<file path="src/hw/ecc_pkg.sv">
// Purpose: shared constants of the edge capture and count compare block
// Assumes: 250 MHz system clock, 32-bit classic Wishbone register bus
// Notes:   byte offsets, field positions, reset values and timing counts
package ecc_pkg;

  // clock and filter time base
  localparam int CLK_MHZ  = 250;                     // system clock rate
  localparam int TICK_NS  = 250;                     // filter time unit
  localparam int TICK_CYC = TICK_NS * CLK_MHZ / 1000; // cycles, rounded down
  localparam logic [5:0] TICK_LAST = 6'(TICK_CYC - 1);

  // register byte offsets
  localparam int ADDR_W = 5;
  localparam logic [4:0] OFS_CTRL = 5'h00;  // enables
  localparam logic [4:0] OFS_FLAG = 5'h04;  // capture flags, write 1 clears
  localparam logic [4:0] OFS_FILT = 5'h08;  // input filter setting
  localparam logic [4:0] OFS_CMPV = 5'h0c;  // comparison value
  localparam logic [4:0] OFS_CFG  = 5'h10;  // compare configuration
  localparam logic [4:0] OFS_STAT = 5'h14;  // compare output, write 1 clears

  // field positions
  localparam int CTRL_GIE    = 0;
  localparam int CTRL_EN_LSB = 1;
  localparam int CFG_ARM     = 0;
  localparam int CFG_SEL_LSB = 1;
  localparam int CFG_DST_LSB = 3;
  localparam int CFG_IRQ_LSB = 5;
  localparam int CFG_CAM_LSB = 8;

  // values after reset and legal range
  localparam logic [6:0]  FILT_RST = 7'h01;
  localparam logic [6:0]  FILT_MIN = 7'h01;
  localparam logic [6:0]  FILT_MAX = 7'h64;
  localparam logic [31:0] CMPV_RST = 32'h0000_0000;

  // where a compare match goes
  typedef enum logic [1:0] {
    ECC_DST_BIT,
    ECC_DST_IRQ,
    ECC_DST_CAM,
    ECC_DST_NONE
  } ecc_dest_t;

endpackage : ecc_pkg

</file>
<file path="src/hw/ecc_edge_if.sv">
// Purpose: link between the control logic and one input edge filter
// Assumes: all signals in the system clock domain
// Notes:   tick is a one-cycle pulse every filter time unit
`timescale 1ns/1ns
`default_nettype none
interface ecc_edge_if;
  logic       tick;     // filter time unit pulse
  logic [6:0] setting;  // filter length in time units
  logic       rise;     // one-cycle pulse on a filtered rising edge
  modport ctl (output tick, output setting, input rise);
  modport flt (input tick, input setting, output rise);
endinterface : ecc_edge_if
`default_nettype wire

</file>
<file path="src/hw/ecc_top.sv">
// Purpose: edge capture flags and counter compare-set unit
// Assumes: Wishbone classic slave, counters and pins in clk_i domain
// Notes:   counter_step_i marks a counter move caused by an input pulse
//
// Notes on behaviour
// RQ1 - rising port edge sets its capture flag
// RQ2 - capture needs global and port enable
// RQ3 - disabled port ignores edges, flag unchanged
// RQ4 - flag stays set until software clears
// RQ5 - source pulse must outlast filter time
// RQ6 - 32-bit value compared with selected counter
// RQ7 - match sets output bit at once
// RQ8 - match may raise interrupt or start cam
// RQ9 - filter setting 250 ns units, 1..100, reset 1; the unit here is 62 cycles (248 ns)
// RQ10 - output bit holds until separately cleared
// RQ11 - one interrupt pulse per match event
// RQ12 - only pulse-driven counter moves produce matches
// RQ13 - edge beats clear in same cycle
//
// The register offsets and the Wishbone register port were left to the implementer.
`timescale 1ns/1ns
`default_nettype none
module ecc_top (
  input  wire logic                      clk_i,
  input  wire logic                      rst_i,
  input  wire logic                      wb_cyc_i,
  input  wire logic                      wb_stb_i,
  input  wire logic                      wb_we_i,
  input  wire logic [ecc_pkg::ADDR_W-1:0] wb_adr_i,
  input  wire logic [3:0]                wb_sel_i,
  input  wire logic [31:0]               wb_dat_i,
  output logic                           wb_ack_o,
  output logic [31:0]                    wb_dat_o,
  input  wire logic                      axis_x_input_port_i,
  input  wire logic                      axis_y_input_port_i,
  input  wire logic                      axis_z_input_port_i,
  input  wire logic [31:0]               counter_axis_x_i,
  input  wire logic [31:0]               counter_axis_y_i,
  input  wire logic [31:0]               counter_axis_z_i,
  input  wire logic [2:0]                counter_step_i,
  output logic                           capture_flag_axis_x_o,
  output logic                           capture_flag_axis_y_o,
  output logic                           capture_flag_axis_z_o,
  output logic                           compare_output_o,
  output logic [7:0]                     counter_match_interrupts_o,
  output logic                           cam_start_axis_x_o,
  output logic                           cam_start_axis_y_o,
  output logic                           cam_start_axis_z_o
);
  import ecc_pkg::*;

  ////////////////////////////////////////////////////////////////////////
  // state

  typedef struct packed {
    logic        ack;      // bus answer
    logic [31:0] dat;      // read data
    logic        gie;      // global_interrupt_enable
    logic [2:0]  cap_en;   // capture enables x, y, z
    logic [2:0]  flag;     // capture flags x, y, z
    logic [6:0]  filt;     // input_filter_setting
    logic [31:0] cmp_val;  // comparison value
    logic        arm;      // compare_set_function on
    logic [1:0]  sel;      // counter select, 3 selects none
    ecc_dest_t   dest;     // match destination
    logic [2:0]  irq_sel;  // which counter interrupt
    logic [1:0]  cam_sel;  // which cam, 3 selects none
    logic        cmp_out;  // compare output bit
    logic [7:0]  irq;      // interrupt pulses
    logic [2:0]  cam;      // cam start pulses
    logic [5:0]  div;      // time unit divider
    logic        tick;     // time unit pulse
  } ecc_top_state_t;

  ecc_top_state_t st;
  ecc_top_state_t next_st;

  logic        bus_req;    // request present
  logic        wr_hit;     // write takes effect this edge
  logic [4:0]  adr;        // byte address
  logic [2:0]  pins;       // raw axis ports
  logic [2:0]  rise;       // filtered rising edges
  logic [2:0]  flag_set;   // qualified edges
  logic [2:0]  flag_clr;   // software clears
  logic        out_clr;    // software clear of compare output
  logic [31:0] sel_val;    // selected counter value
  logic        sel_step;   // selected counter moved by a pulse
  logic        match;      // compare match event

  ////////////////////////////////////////////////////////////////////////
  // input filters

  assign pins = {axis_z_input_port_i, axis_y_input_port_i, axis_x_input_port_i};

  ecc_edge_if edge_lnk[3] ();

  // one filter per axis port
  for (genvar i = 0; i < 3; i++) begin : g_axis
    assign edge_lnk[i].tick    = st.tick;
    assign edge_lnk[i].setting = st.filt;
    assign rise[i]             = edge_lnk[i].rise;
    ecc_edge_filter u_filt (
      .clk_i (clk_i),
      .rst_i (rst_i),
      .pin_i (pins[i]),
      .lnk   (edge_lnk[i])
    );
  end

  ////////////////////////////////////////////////////////////////////////
  // helper terms

  assign bus_req = wb_cyc_i & wb_stb_i;
  assign wr_hit  = bus_req & wb_we_i & st.ack;
  assign adr     = {wb_adr_i[4:2], 2'h0};

  // RQ2 both enables gate
  // RQ3 per-port enable
  assign flag_set = rise & st.cap_en & {3{st.gie}};
  assign flag_clr = (wr_hit && adr == OFS_FLAG && wb_sel_i[0]) ? wb_dat_i[2:0] : 3'h0;
  assign out_clr  = wr_hit && adr == OFS_STAT && wb_sel_i[0] && wb_dat_i[0];

  // RQ6 counter select
  assign sel_val  = (st.sel == 2'h0) ? counter_axis_x_i :
                    (st.sel == 2'h1) ? counter_axis_y_i : counter_axis_z_i;
  // RQ12 pulse-driven moves only
  assign sel_step = (st.sel == 2'h3) ? 1'b0 : counter_step_i[st.sel];
  assign match    = st.arm & sel_step & (sel_val == st.cmp_val);

  ////////////////////////////////////////////////////////////////////////
  // next state

  always_comb begin
    next_st      = st;
    next_st.ack  = 1'b0;
    next_st.irq  = 8'h00;
    next_st.cam  = 3'h0;
    next_st.tick = 1'b0;
    // divider for the filter time unit
    if (st.div == TICK_LAST) begin
      next_st.div  = 6'h00;
      next_st.tick = 1'b1;
    end else begin
      next_st.div = st.div + 6'h01;
    end
    // answer a fresh request one cycle later, latching read data
    if (bus_req && !st.ack) begin
      next_st.ack = 1'b1;
      if (adr == OFS_CTRL) begin
        next_st.dat = {28'h0, st.cap_en, st.gie};
      end else if (adr == OFS_FLAG) begin
        next_st.dat = {29'h0, st.flag};
      end else if (adr == OFS_FILT) begin
        next_st.dat = {25'h0, st.filt};
      end else if (adr == OFS_CMPV) begin
        next_st.dat = st.cmp_val;
      end else if (adr == OFS_CFG) begin
        next_st.dat = {22'h0, st.cam_sel, st.irq_sel, st.dest, st.sel, st.arm};
      end else if (adr == OFS_STAT) begin
        next_st.dat = {31'h0, st.cmp_out};
      end else begin
        // unmapped: answered, reads zero
        next_st.dat = 32'h0;
      end
    end
    // writes land on the edge that sees ack
    if (wr_hit) begin
      if (adr == OFS_CTRL) begin
        if (wb_sel_i[0]) begin
          next_st.gie    = wb_dat_i[CTRL_GIE];
          next_st.cap_en = wb_dat_i[CTRL_EN_LSB +: 3];
        end
      end else if (adr == OFS_FILT) begin
        // RQ9 out-of-range ignored
        if (wb_sel_i[0] && wb_dat_i[6:0] >= FILT_MIN && wb_dat_i[6:0] <= FILT_MAX
            && wb_dat_i[7] == 1'b0) begin
          next_st.filt = wb_dat_i[6:0];
        end
      end else if (adr == OFS_CMPV) begin
        for (int b = 0; b < 4; b++) begin
          if (wb_sel_i[b]) begin
            next_st.cmp_val[8*b +: 8] = wb_dat_i[8*b +: 8];
          end
        end
      end else if (adr == OFS_CFG) begin
        if (wb_sel_i[0]) begin
          next_st.arm     = wb_dat_i[CFG_ARM];
          next_st.sel     = wb_dat_i[CFG_SEL_LSB +: 2];
          next_st.dest    = ecc_dest_t'(wb_dat_i[CFG_DST_LSB +: 2]);
          next_st.irq_sel = wb_dat_i[CFG_IRQ_LSB +: 3];
        end
        if (wb_sel_i[1]) begin
          next_st.cam_sel = wb_dat_i[CFG_CAM_LSB +: 2];
        end
      end
    end
    // RQ4 sticky flags
    // RQ13 set wins clear
    next_st.flag = (st.flag & ~flag_clr) | flag_set;
    // RQ10 output holds, clear loses
    if (out_clr) begin
      next_st.cmp_out = 1'b0;
    end
    // route a match to its destination
    if (match) begin
      case (st.dest)
        // RQ7 immediate bit set
        ECC_DST_BIT: begin
          next_st.cmp_out = 1'b1;
        end
        // RQ11 single interrupt pulse
        ECC_DST_IRQ: begin
          next_st.irq[st.irq_sel] = 1'b1;
        end
        // RQ8 cam start request
        ECC_DST_CAM: begin
          if (st.cam_sel != 2'h3) begin
            next_st.cam[st.cam_sel] = 1'b1;
          end
        end
        default: begin
          next_st.cmp_out = next_st.cmp_out;
        end
      endcase
    end
  end

  // state register, synchronous reset
  always_ff @(posedge clk_i) begin
    if (rst_i) begin
      st         <= '0;
      st.filt    <= FILT_RST;
      st.cmp_val <= CMPV_RST;
      st.sel     <= 2'h3;
      st.cam_sel <= 2'h3;
    end else begin
      st <= next_st;
    end
  end

  ////////////////////////////////////////////////////////////////////////
  // outputs, all from flip-flops

  assign wb_ack_o                   = st.ack;
  assign wb_dat_o                   = st.dat;
  assign capture_flag_axis_x_o      = st.flag[0];
  assign capture_flag_axis_y_o      = st.flag[1];
  assign capture_flag_axis_z_o      = st.flag[2];
  assign compare_output_o           = st.cmp_out;
  assign counter_match_interrupts_o = st.irq;
  assign cam_start_axis_x_o         = st.cam[0];
  assign cam_start_axis_y_o         = st.cam[1];
  assign cam_start_axis_z_o         = st.cam[2];
endmodule : ecc_top
`default_nettype wire

</file>
<file path="src/hw/ecc_edge_filter.sv">
// Purpose: debounce one axis input port and flag its rising edges
// Assumes: pin synchronous to clk_i
// Notes:   level changes only after staying put for setting ticks
`timescale 1ns/1ns
`default_nettype none
module ecc_edge_filter (
  input  wire logic clk_i,
  input  wire logic rst_i,
  input  wire logic pin_i,
  ecc_edge_if.flt   lnk
);
  import ecc_pkg::*;

  typedef struct packed {
    logic       lvl;   // filtered level
    logic [6:0] cnt;   // ticks the pin has differed
    logic       rise;  // rising edge pulse
  } ecc_flt_state_t;

  ecc_flt_state_t st;
  ecc_flt_state_t next_st;

  assign lnk.rise = st.rise;

  // next state of the filter
  always_comb begin
    next_st      = st;
    next_st.rise = 1'b0;
    if (pin_i == st.lvl) begin
      // pin agrees again: restart the count
      next_st.cnt = 7'h00;
    end else if (lnk.tick) begin
      // RQ5 pulse outlasts filter
      if (st.cnt + 7'h01 >= lnk.setting) begin
        next_st.lvl  = pin_i;
        next_st.cnt  = 7'h00;
        // RQ1 rising edge only
        next_st.rise = pin_i;
      end else begin
        next_st.cnt = st.cnt + 7'h01;
      end
    end
  end

  // state register
  always_ff @(posedge clk_i) begin
    if (rst_i) begin
      st <= '0;
    end else begin
      st <= next_st;
    end
  end

endmodule : ecc_edge_filter
`default_nettype wire

</file>
<file path="config.mk">
export PLATFORM = sky130hd
export DESIGN_NAME = ecc_top
export DESIGN_NICKNAME = d
export VERILOG_FILES = /design/src/hw/ecc_pkg.sv /design/src/hw/ecc_edge_if.sv /design/src/hw/ecc_top.sv /design/src/hw/ecc_edge_filter.sv
export SDC_FILE = /design/constraint.sdc
export NUM_CORES = 1
export LEC_CHECK = 0
export BUFFER_PORTS_ARGS = -buffer_cell sky130_fd_sc_hd__buf_4
export CORE_ASPECT_RATIO = 1.25
export CORE_MARGIN = 2
export CORE_UTILIZATION = 30
export CTS_BUF_LIST = sky130_fd_sc_hd__clkbuf_16
export DETAILED_ROUTE_END_ITERATION = 8
export PLACE_DENSITY_LB_ADDON = 0.25
export SKIP_LAST_GASP = 1
export SLEW_MARGIN = 20
export SYNTH_ARGS = -nofsm -noshare
export SYNTH_HDL_FRONTEND = slang
export SYNTH_HIERARCHICAL = 1
export SYNTH_SLANG_ARGS = --single-unit
</file>
<file path="constraint.sdc">
create_clock -name clk_i -period 5.5 [get_ports clk_i]
set_clock_uncertainty 0.15 [all_clocks]
set_input_delay 0 -clock clk_i [delete_from_list [all_inputs] [get_ports clk_i]]
set_output_delay 0 -clock clk_i [all_outputs]
set_load 0.03 [all_outputs]
</file>
==> results.ini, run 1 <==
[status]
run_status=finished clean

[drt]
routed_wl_um=24600
drt-initial-drc-count=323
dr.pass1.iters=7
via_per_inst=4.93
vias=7313
wl_per_cell_um=16.6
postRouteAntennaNets=0
post-route-drc-count=0

[worst_setup_path]
arrival_ns=3.97
crit_path_end=st[25]
worstPathMaxFanout=12
setup.worst_path.class=flop to flop
rrSetupSlack_ns=1.69
r2r_cells=8
r2r_end=st[25]
crit_path_start_kind=flop
cp-startpoint=wb_ack_o
reg2reg_from=wb_ack_o
crit_required_ns=5.66
end_kind=flop

[global_route]
gr-max-usage-layer=met2
antenna_found_initial=3
grt_pass1_wl_um=38100
grt_max_degree=60
gr-usage-met1=0.203
track_usage=0.181
grtUsageMet2=0.327
grt_util_met3=0.0388
grt_overflow=0
grt_pass1_vias=7146

[yosys]
synth_edf_count=0
synth_cell_types=70
syn_area_um2=7720
yosysWarningCount=6
synth_top_cell_by_area=dfxtp_1
syn-num-nets=1091
ys_top_cells_by_count=135 x dfxtp_1, 100 x nand2_1, 87 x nor2_1
synth_top_area_frac=0.350
netlist_instances=917
ys_seq_area_frac=0.350
avgSynthCellArea_um2=8.42
ys_ff_latch=135
synth.area.top_cells=dfxtp_1 35%, mux2i_1 6.2%, nand2_1 4.9%, nor2_1 4.2%, ha_1 4.2%
synthMostInstantiatedCell=dfxtp_1
synthFlopType=dfxtp_1
async_flop_share=0

[floorplan]
row_count=65
die_area_um2=27000
dieHeight_um=183
io_pins=196
coreArea_um2=25300
die_w_um=147
initial_utilization=0.305

[final_layout]
drive_above_1_share=0.240
finalNetCount=1306
fin_cells=1482
area_growth_pct=36.3
fin_util=0.416

[timing]
hold_viol=0
fin_setup_tns_ns=0
slew_headroom=0.329
rsz0062_at_grt=no
min_period_ns=3.81
setup_viol=0
worstMarginPinSlew_ns=1.01
period_share=0.692
max_freq_mhz=263
report.final.slew_viol_count=0

[cts]
htree_num_levels=4
clk_path_buf_depth=2
cts_hold_buffers=86
cts_buffers=17
cts.clk_slew.worst_paths_ns=0.06
cts_tree=done
post-cts-setup-buffer-count=0
cts.sinks=135
post_cts_resized=0
clockRootBuffer=clkbuf_16
insertion_delay_ns=0.42

[pwr]
comb_power_share=0.101
seq_power_share=0.431
p_sw_frac=0.248
leakagePower_nw=4.24
p_per_area_nw_per_um2=218
power_mw=2.30
clockPowerShare=0.468
switchingPower_mw=0.569
peakVddDrop_mv=0.205
internal_power_mw=1.73

[placed_design]
dp_hpwl_um=18400
place.gp.congestion=0.811
dpl.cell_count=1362
port_buffers=193

[run]
max-cap-violations=0

[hold_path]
hp-class=input port to flop

registers in the layout (all words and copies together) (netlist names):
name                        flops
cam_start_axis_x_o              1
edge_lnk.setting                7
edge_lnk.tick                   1
capture_flag_axis_y_o           1
st                             52
capture_flag_axis_x_o           1
compare_output_o                1
g_axis.u_filt/st               24
cam_start_axis_y_o              1
cam_start_axis_z_o              1
wb_dat_o                       32
capture_flag_axis_z_o           1
g_axis.u_filt/lnk.rise          3
wb_ack_o                        1
counter_match_interrupts_o      8
cells by family after synthesis:
kind of cell    after synthesis  synth area share
compound gates              188             0.181
xor+xnor                     33            0.0374
flops                       135             0.350
simple gates                349             0.223
buf+inv                     127            0.0880
mux                          59            0.0783
fa+ha+maj                    26            0.0421
metrics by stage:
step	instance area (um^2)	worst slack [ns]	hold slack, ns
2_1_floorplan	7720	3.19	-0.0809
3_3_place_gp	9090	1.80	0.0912
3_5_place_dp	9090	1.76	0.0933
4_1_cts	10500	1.74	0.000786
5_1_grt	10500	1.47	0.0555
6_report	10500	1.69	0.0326
layer usage:
metal | vias to the layer above | wire [um]
met2 | 194 | 12400
met3 | 44 | 1300
met1 | 3421 | 10200
met5 | - | 0
met4 | 0 | 802
li1 | 3654 | -
power groups by stage:
stage	Combinational (mW)	Sequential, mW	Clock [mW]
after detailed placement	0.208	1.01	0
final	0.232	0.990	1.08
after floorplan	0.0949	1.01	0
after global placement	0.207	1.01	0
after global routing	0.251	0.991	1.15
after CTS	0.233	0.990	1.10
worst max-delay path: stages (launching register included):
cell           delay (ns)
dfxtp_1              0.36
and4_1               0.28
and2_1               0.46
nand2b_1             0.24
nor3_2               0.76
mux2i_1              0.26
dlygate4sd3_1        0.57
nor2_1               0.04
dlygate4sd3_1        0.57
area by class of cell:
| class | count | area (um^2) |
|---|---|---|
| Fill cell | 2580 | 14800 |
| Multi-Input combinational cell | 655 | 4350 |
| Sequential cell | 135 | 2710 |
| Timing Repair Buffer | 282 | 2330 |
| Clock buffer | 17 | 425 |
| Tap cell | 335 | 419 |
| Inverter | 41 | 154 |
| Clock inverter | 14 | 125 |
| Antenna cell | 3 | 7.51 |
cell usage in the layout, fill, tap and decap left out, types with 7 or more instances in the layout:
| cell type | Yosys | routed |
|---|---|---|
| dlygate4sd3_1 | 0 | 86 |
| mux2_2 | 11 | 11 |
| dfxtp_1 | 135 | 133 |
| ha_1 | 26 | 26 |
| buf_4 | 40 | 196 |
| mux2i_1 | 48 | 48 |
| and2_1 | 6 | 7 |
| inv_1 | 40 | 40 |
| a221oi_1 | 9 | 9 |
| nor3_1 | 18 | 18 |
| nand2b_1 | 14 | 14 |
| clkbuf_16 | 0 | 17 |
| nor2_1 | 87 | 87 |
| a211oi_1 | 9 | 9 |
| xnor2_1 | 16 | 16 |
| o211ai_1 | 9 | 9 |
| o21ai_0 | 25 | 25 |
| nand2_1 | 100 | 100 |
| xor2_1 | 17 | 17 |
| nor2b_1 | 16 | 16 |
| nor3_2 | 11 | 11 |
| a32o_1 | 12 | 12 |
| a22oi_1 | 25 | 25 |
| a21oi_1 | 43 | 43 |
| nand3_1 | 53 | 53 |
worst min path at each step:
stage | depth (start not counted) | startpoint | endpoint | slack [ns]
3_5_place_dp | 3 | wb_dat_i[8] | st[19] | 0.09
5_1_grt | 5 | wb_stb_i | wb_dat_o[6] | 0.06
2_1_floorplan | 1 | rst_i | g_axis[0].u_filt/st[8] | -0.08
6_report | 5 | wb_stb_i | wb_dat_o[3] | 0.03
4_1_cts | 4 | wb_sel_i[3] | st[54] | 0.0008
3_3_place_gp | 3 | wb_dat_i[8] | st[19] | 0.09
Power figures use the tool's default switching activity.
==> run 2, diff against run 1 <==
==> constraint.sdc (replaced) <==
create_clock -name clk_i -period 3.6 [get_ports clk_i]
set_clock_uncertainty 0.15 [all_clocks]
set_input_delay 0 -clock clk_i [delete_from_list [all_inputs] [get_ports clk_i]]
set_output_delay 0 -clock clk_i [all_outputs]
set_load 0.03 [all_outputs]
==> results.ini, run 2 (same netlist as run 1, synthesis figures left out) <==
[timing]
worst_slack_ns=0.212  ; -1.48 ns
worstMarginPinSlew_ns=0.928  ; -0.0784 ns
rsz0062_at_grt=no
hold_ws_ns=0.0387  ; +0.00613 ns
max_freq_mhz=295
fin_setup_tns_ns=0  ; unchanged
report.final.slew_viol_count=0  ; unchanged
setup_viol=0  ; unchanged
slew_headroom=0.379  ; +0.0500
period_share=0.941
hold_viol=0  ; unchanged
min_period_ns=3.39

[final_layout]
drive_above_1_share=0.247  ; +0.00766
final_common_cell=buf_4
regMostFlops=st
fillers=2535  ; -1.7%
fin_util=0.419  ; +0.00312
final_cell_mix=201 x buf_4, 133 x dfxtp_1, 100 x nand2_1
largest_reg_flops=52  ; unchanged
area_growth_pct=37.3
finalNetCount=1310  ; +0.31%
fin_cells=1486  ; +0.27%

[pwr]
leakagePower_nw=4.30  ; +1.5%
internal_power_mw=2.69  ; +55%
p_per_area_nw_per_um2=343  ; +57%
clockPowerShare=0.486  ; +0.018
switchingPower_mw=0.949  ; +67%
peakVddDrop_mv=0.299  ; +45%
seq_power_share=0.416  ; -0.015
comb_power_share=0.099  ; -0.002
p_sw_frac=0.261  ; +0.0135

[placed_design]
place.gp.congestion=0.827  ; +2.0%
pre_cts_ws_ns=0.832  ; -0.926 ns
dpl.cell_count=1368  ; +0.44%
dp_hpwl_um=18600  ; +1.3%
port_buffers=193  ; unchanged

[floorplan]
row_count=65  ; unchanged
io_pins=196  ; unchanged
dieHeight_um=183  ; unchanged
coreArea_um2=25300  ; unchanged
initial_utilization=0.305  ; unchanged
die_w_um=147  ; unchanged
die_area_um2=27000  ; unchanged

[drt]
postRouteAntennaNets=0  ; unchanged
wl_per_cell_um=16.7  ; +0.57%
routed_wl_um=24900  ; +0.84%
via_per_inst=4.93  ; about the same
vias=7326  ; +0.18%
drt-initial-drc-count=383  ; +19%
post-route-drc-count=0  ; unchanged
dr.pass1.iters=5  ; -2

[run]
max-cap-violations=0  ; unchanged

[cts]
cts.sinks=135  ; unchanged
cts_tree=done
clk_path_buf_depth=2  ; unchanged
post-cts-setup-buffer-count=0  ; unchanged
cts_buffers=17  ; unchanged
insertion_delay_ns=0.42  ; about the same
htree_num_levels=4  ; unchanged
clockRootBuffer=clkbuf_16
cts.clk_slew.worst_paths_ns=0.07  ; about the same

[global_route]
grt_overflow=0  ; unchanged
antenna_found_initial=3  ; unchanged
track_usage=0.183  ; +0.00230
grt_pass1_vias=7190  ; +0.62%
grt_pass1_wl_um=38800  ; +1.7%
grt_max_degree=62  ; +3.3%

[worst_setup_path]
cp_num_buf_inv=5  ; +3
crit_path_start_kind=input port
critical_path.max_stage_delay_ns=0.79  ; +0.03 ns
setup.worst_path.class=input port to flop
worstPathMaxFanout=21  ; +9
cpMostUsedCell=dlygate4sd3_1
cpLargestDelayFamily=buffers and inverters
path_cells=dlygate4sd3_1 > buf_4 > nor2b_1 > and3_1 > buf_4 > nand3_1 > dlygate4sd3_1 > a21oi_1 > dlygate4sd3_1
crit_required_ns=3.81  ; -1.85 ns
end_kind=flop
crit_slowest_cell=and3_1
arrival_ns=3.60  ; -0.37 ns

[status]
run_status=finished clean

[hold_path]
hp-class=input port to flop

==> run 2: final timing paths <==
kind | start | endpoint | slack, ns | cells past startpoint
min | wb_stb_i | wb_dat_o[6] | 0.04 | 5
min reg2reg | st[29] | st[29] | 0.31 | 2
max reg2reg | wb_ack_o | st[49] | 0.37 | 7
max | wb_adr_i[3] | st[49] | 0.21 | 9
==> run 2: area by class of cell <==
class / count / area, um^2 / share of cell area
clock inverter: 15 / 178 / 0.0168
tap: 335 / 419 / 0.0395
inverter: 41 / 154 / 0.0145
timing repair buffer: 286 / 2370 / 0.224
clock buffer: 17 / 425 / 0.0401
sequential: 135 / 2710 / 0.255
multi-input combinational: 655 / 4340 / 0.410
antenna: 2 / 5.00 / 0.000472
==> run 2: timing repair <==
item,4_1_cts,5_1_grt
hold buffers,84,0
resized for setup,0,0
endpoints found under the hold margin,76,0
==> run 2: routing by layer <==
metal	GRT usage	share of wire	up-vias
met5	0	0.00052	-
met4	0.0754	0.027	2
met3	0.0371	0.053	30
met2	0.325	0.49	198
met1	0.214	0.43	3426
li1	-	-	3670
==> run 2: power groups by stage <==
stage	registers, mW	clock network [mW]	logic (mW)
finish	1.51	1.77	0.358
global route	1.51	1.88	0.388
floorplan	1.54	0	0.145
detailed placement	1.55	0	0.321
global placement	1.55	0	0.319
CTS	1.51	1.80	0.360
==> run 2: worst min-delay path, delay by kind of cell <==
kind | cells | cell delay, ns
buffers and inverters | 1 | 0.11
and+or+nand+nor | 4 | 0.45
==> run 2: metrics by stage <==
stage               total power [mW]  cell area [um^2]
detailed placement              1.87              9150
finish                          3.64             10600
floorplan                       1.69              7720
global placement                1.86              9150
global route                    3.78             10600
CTS                             3.68             10600
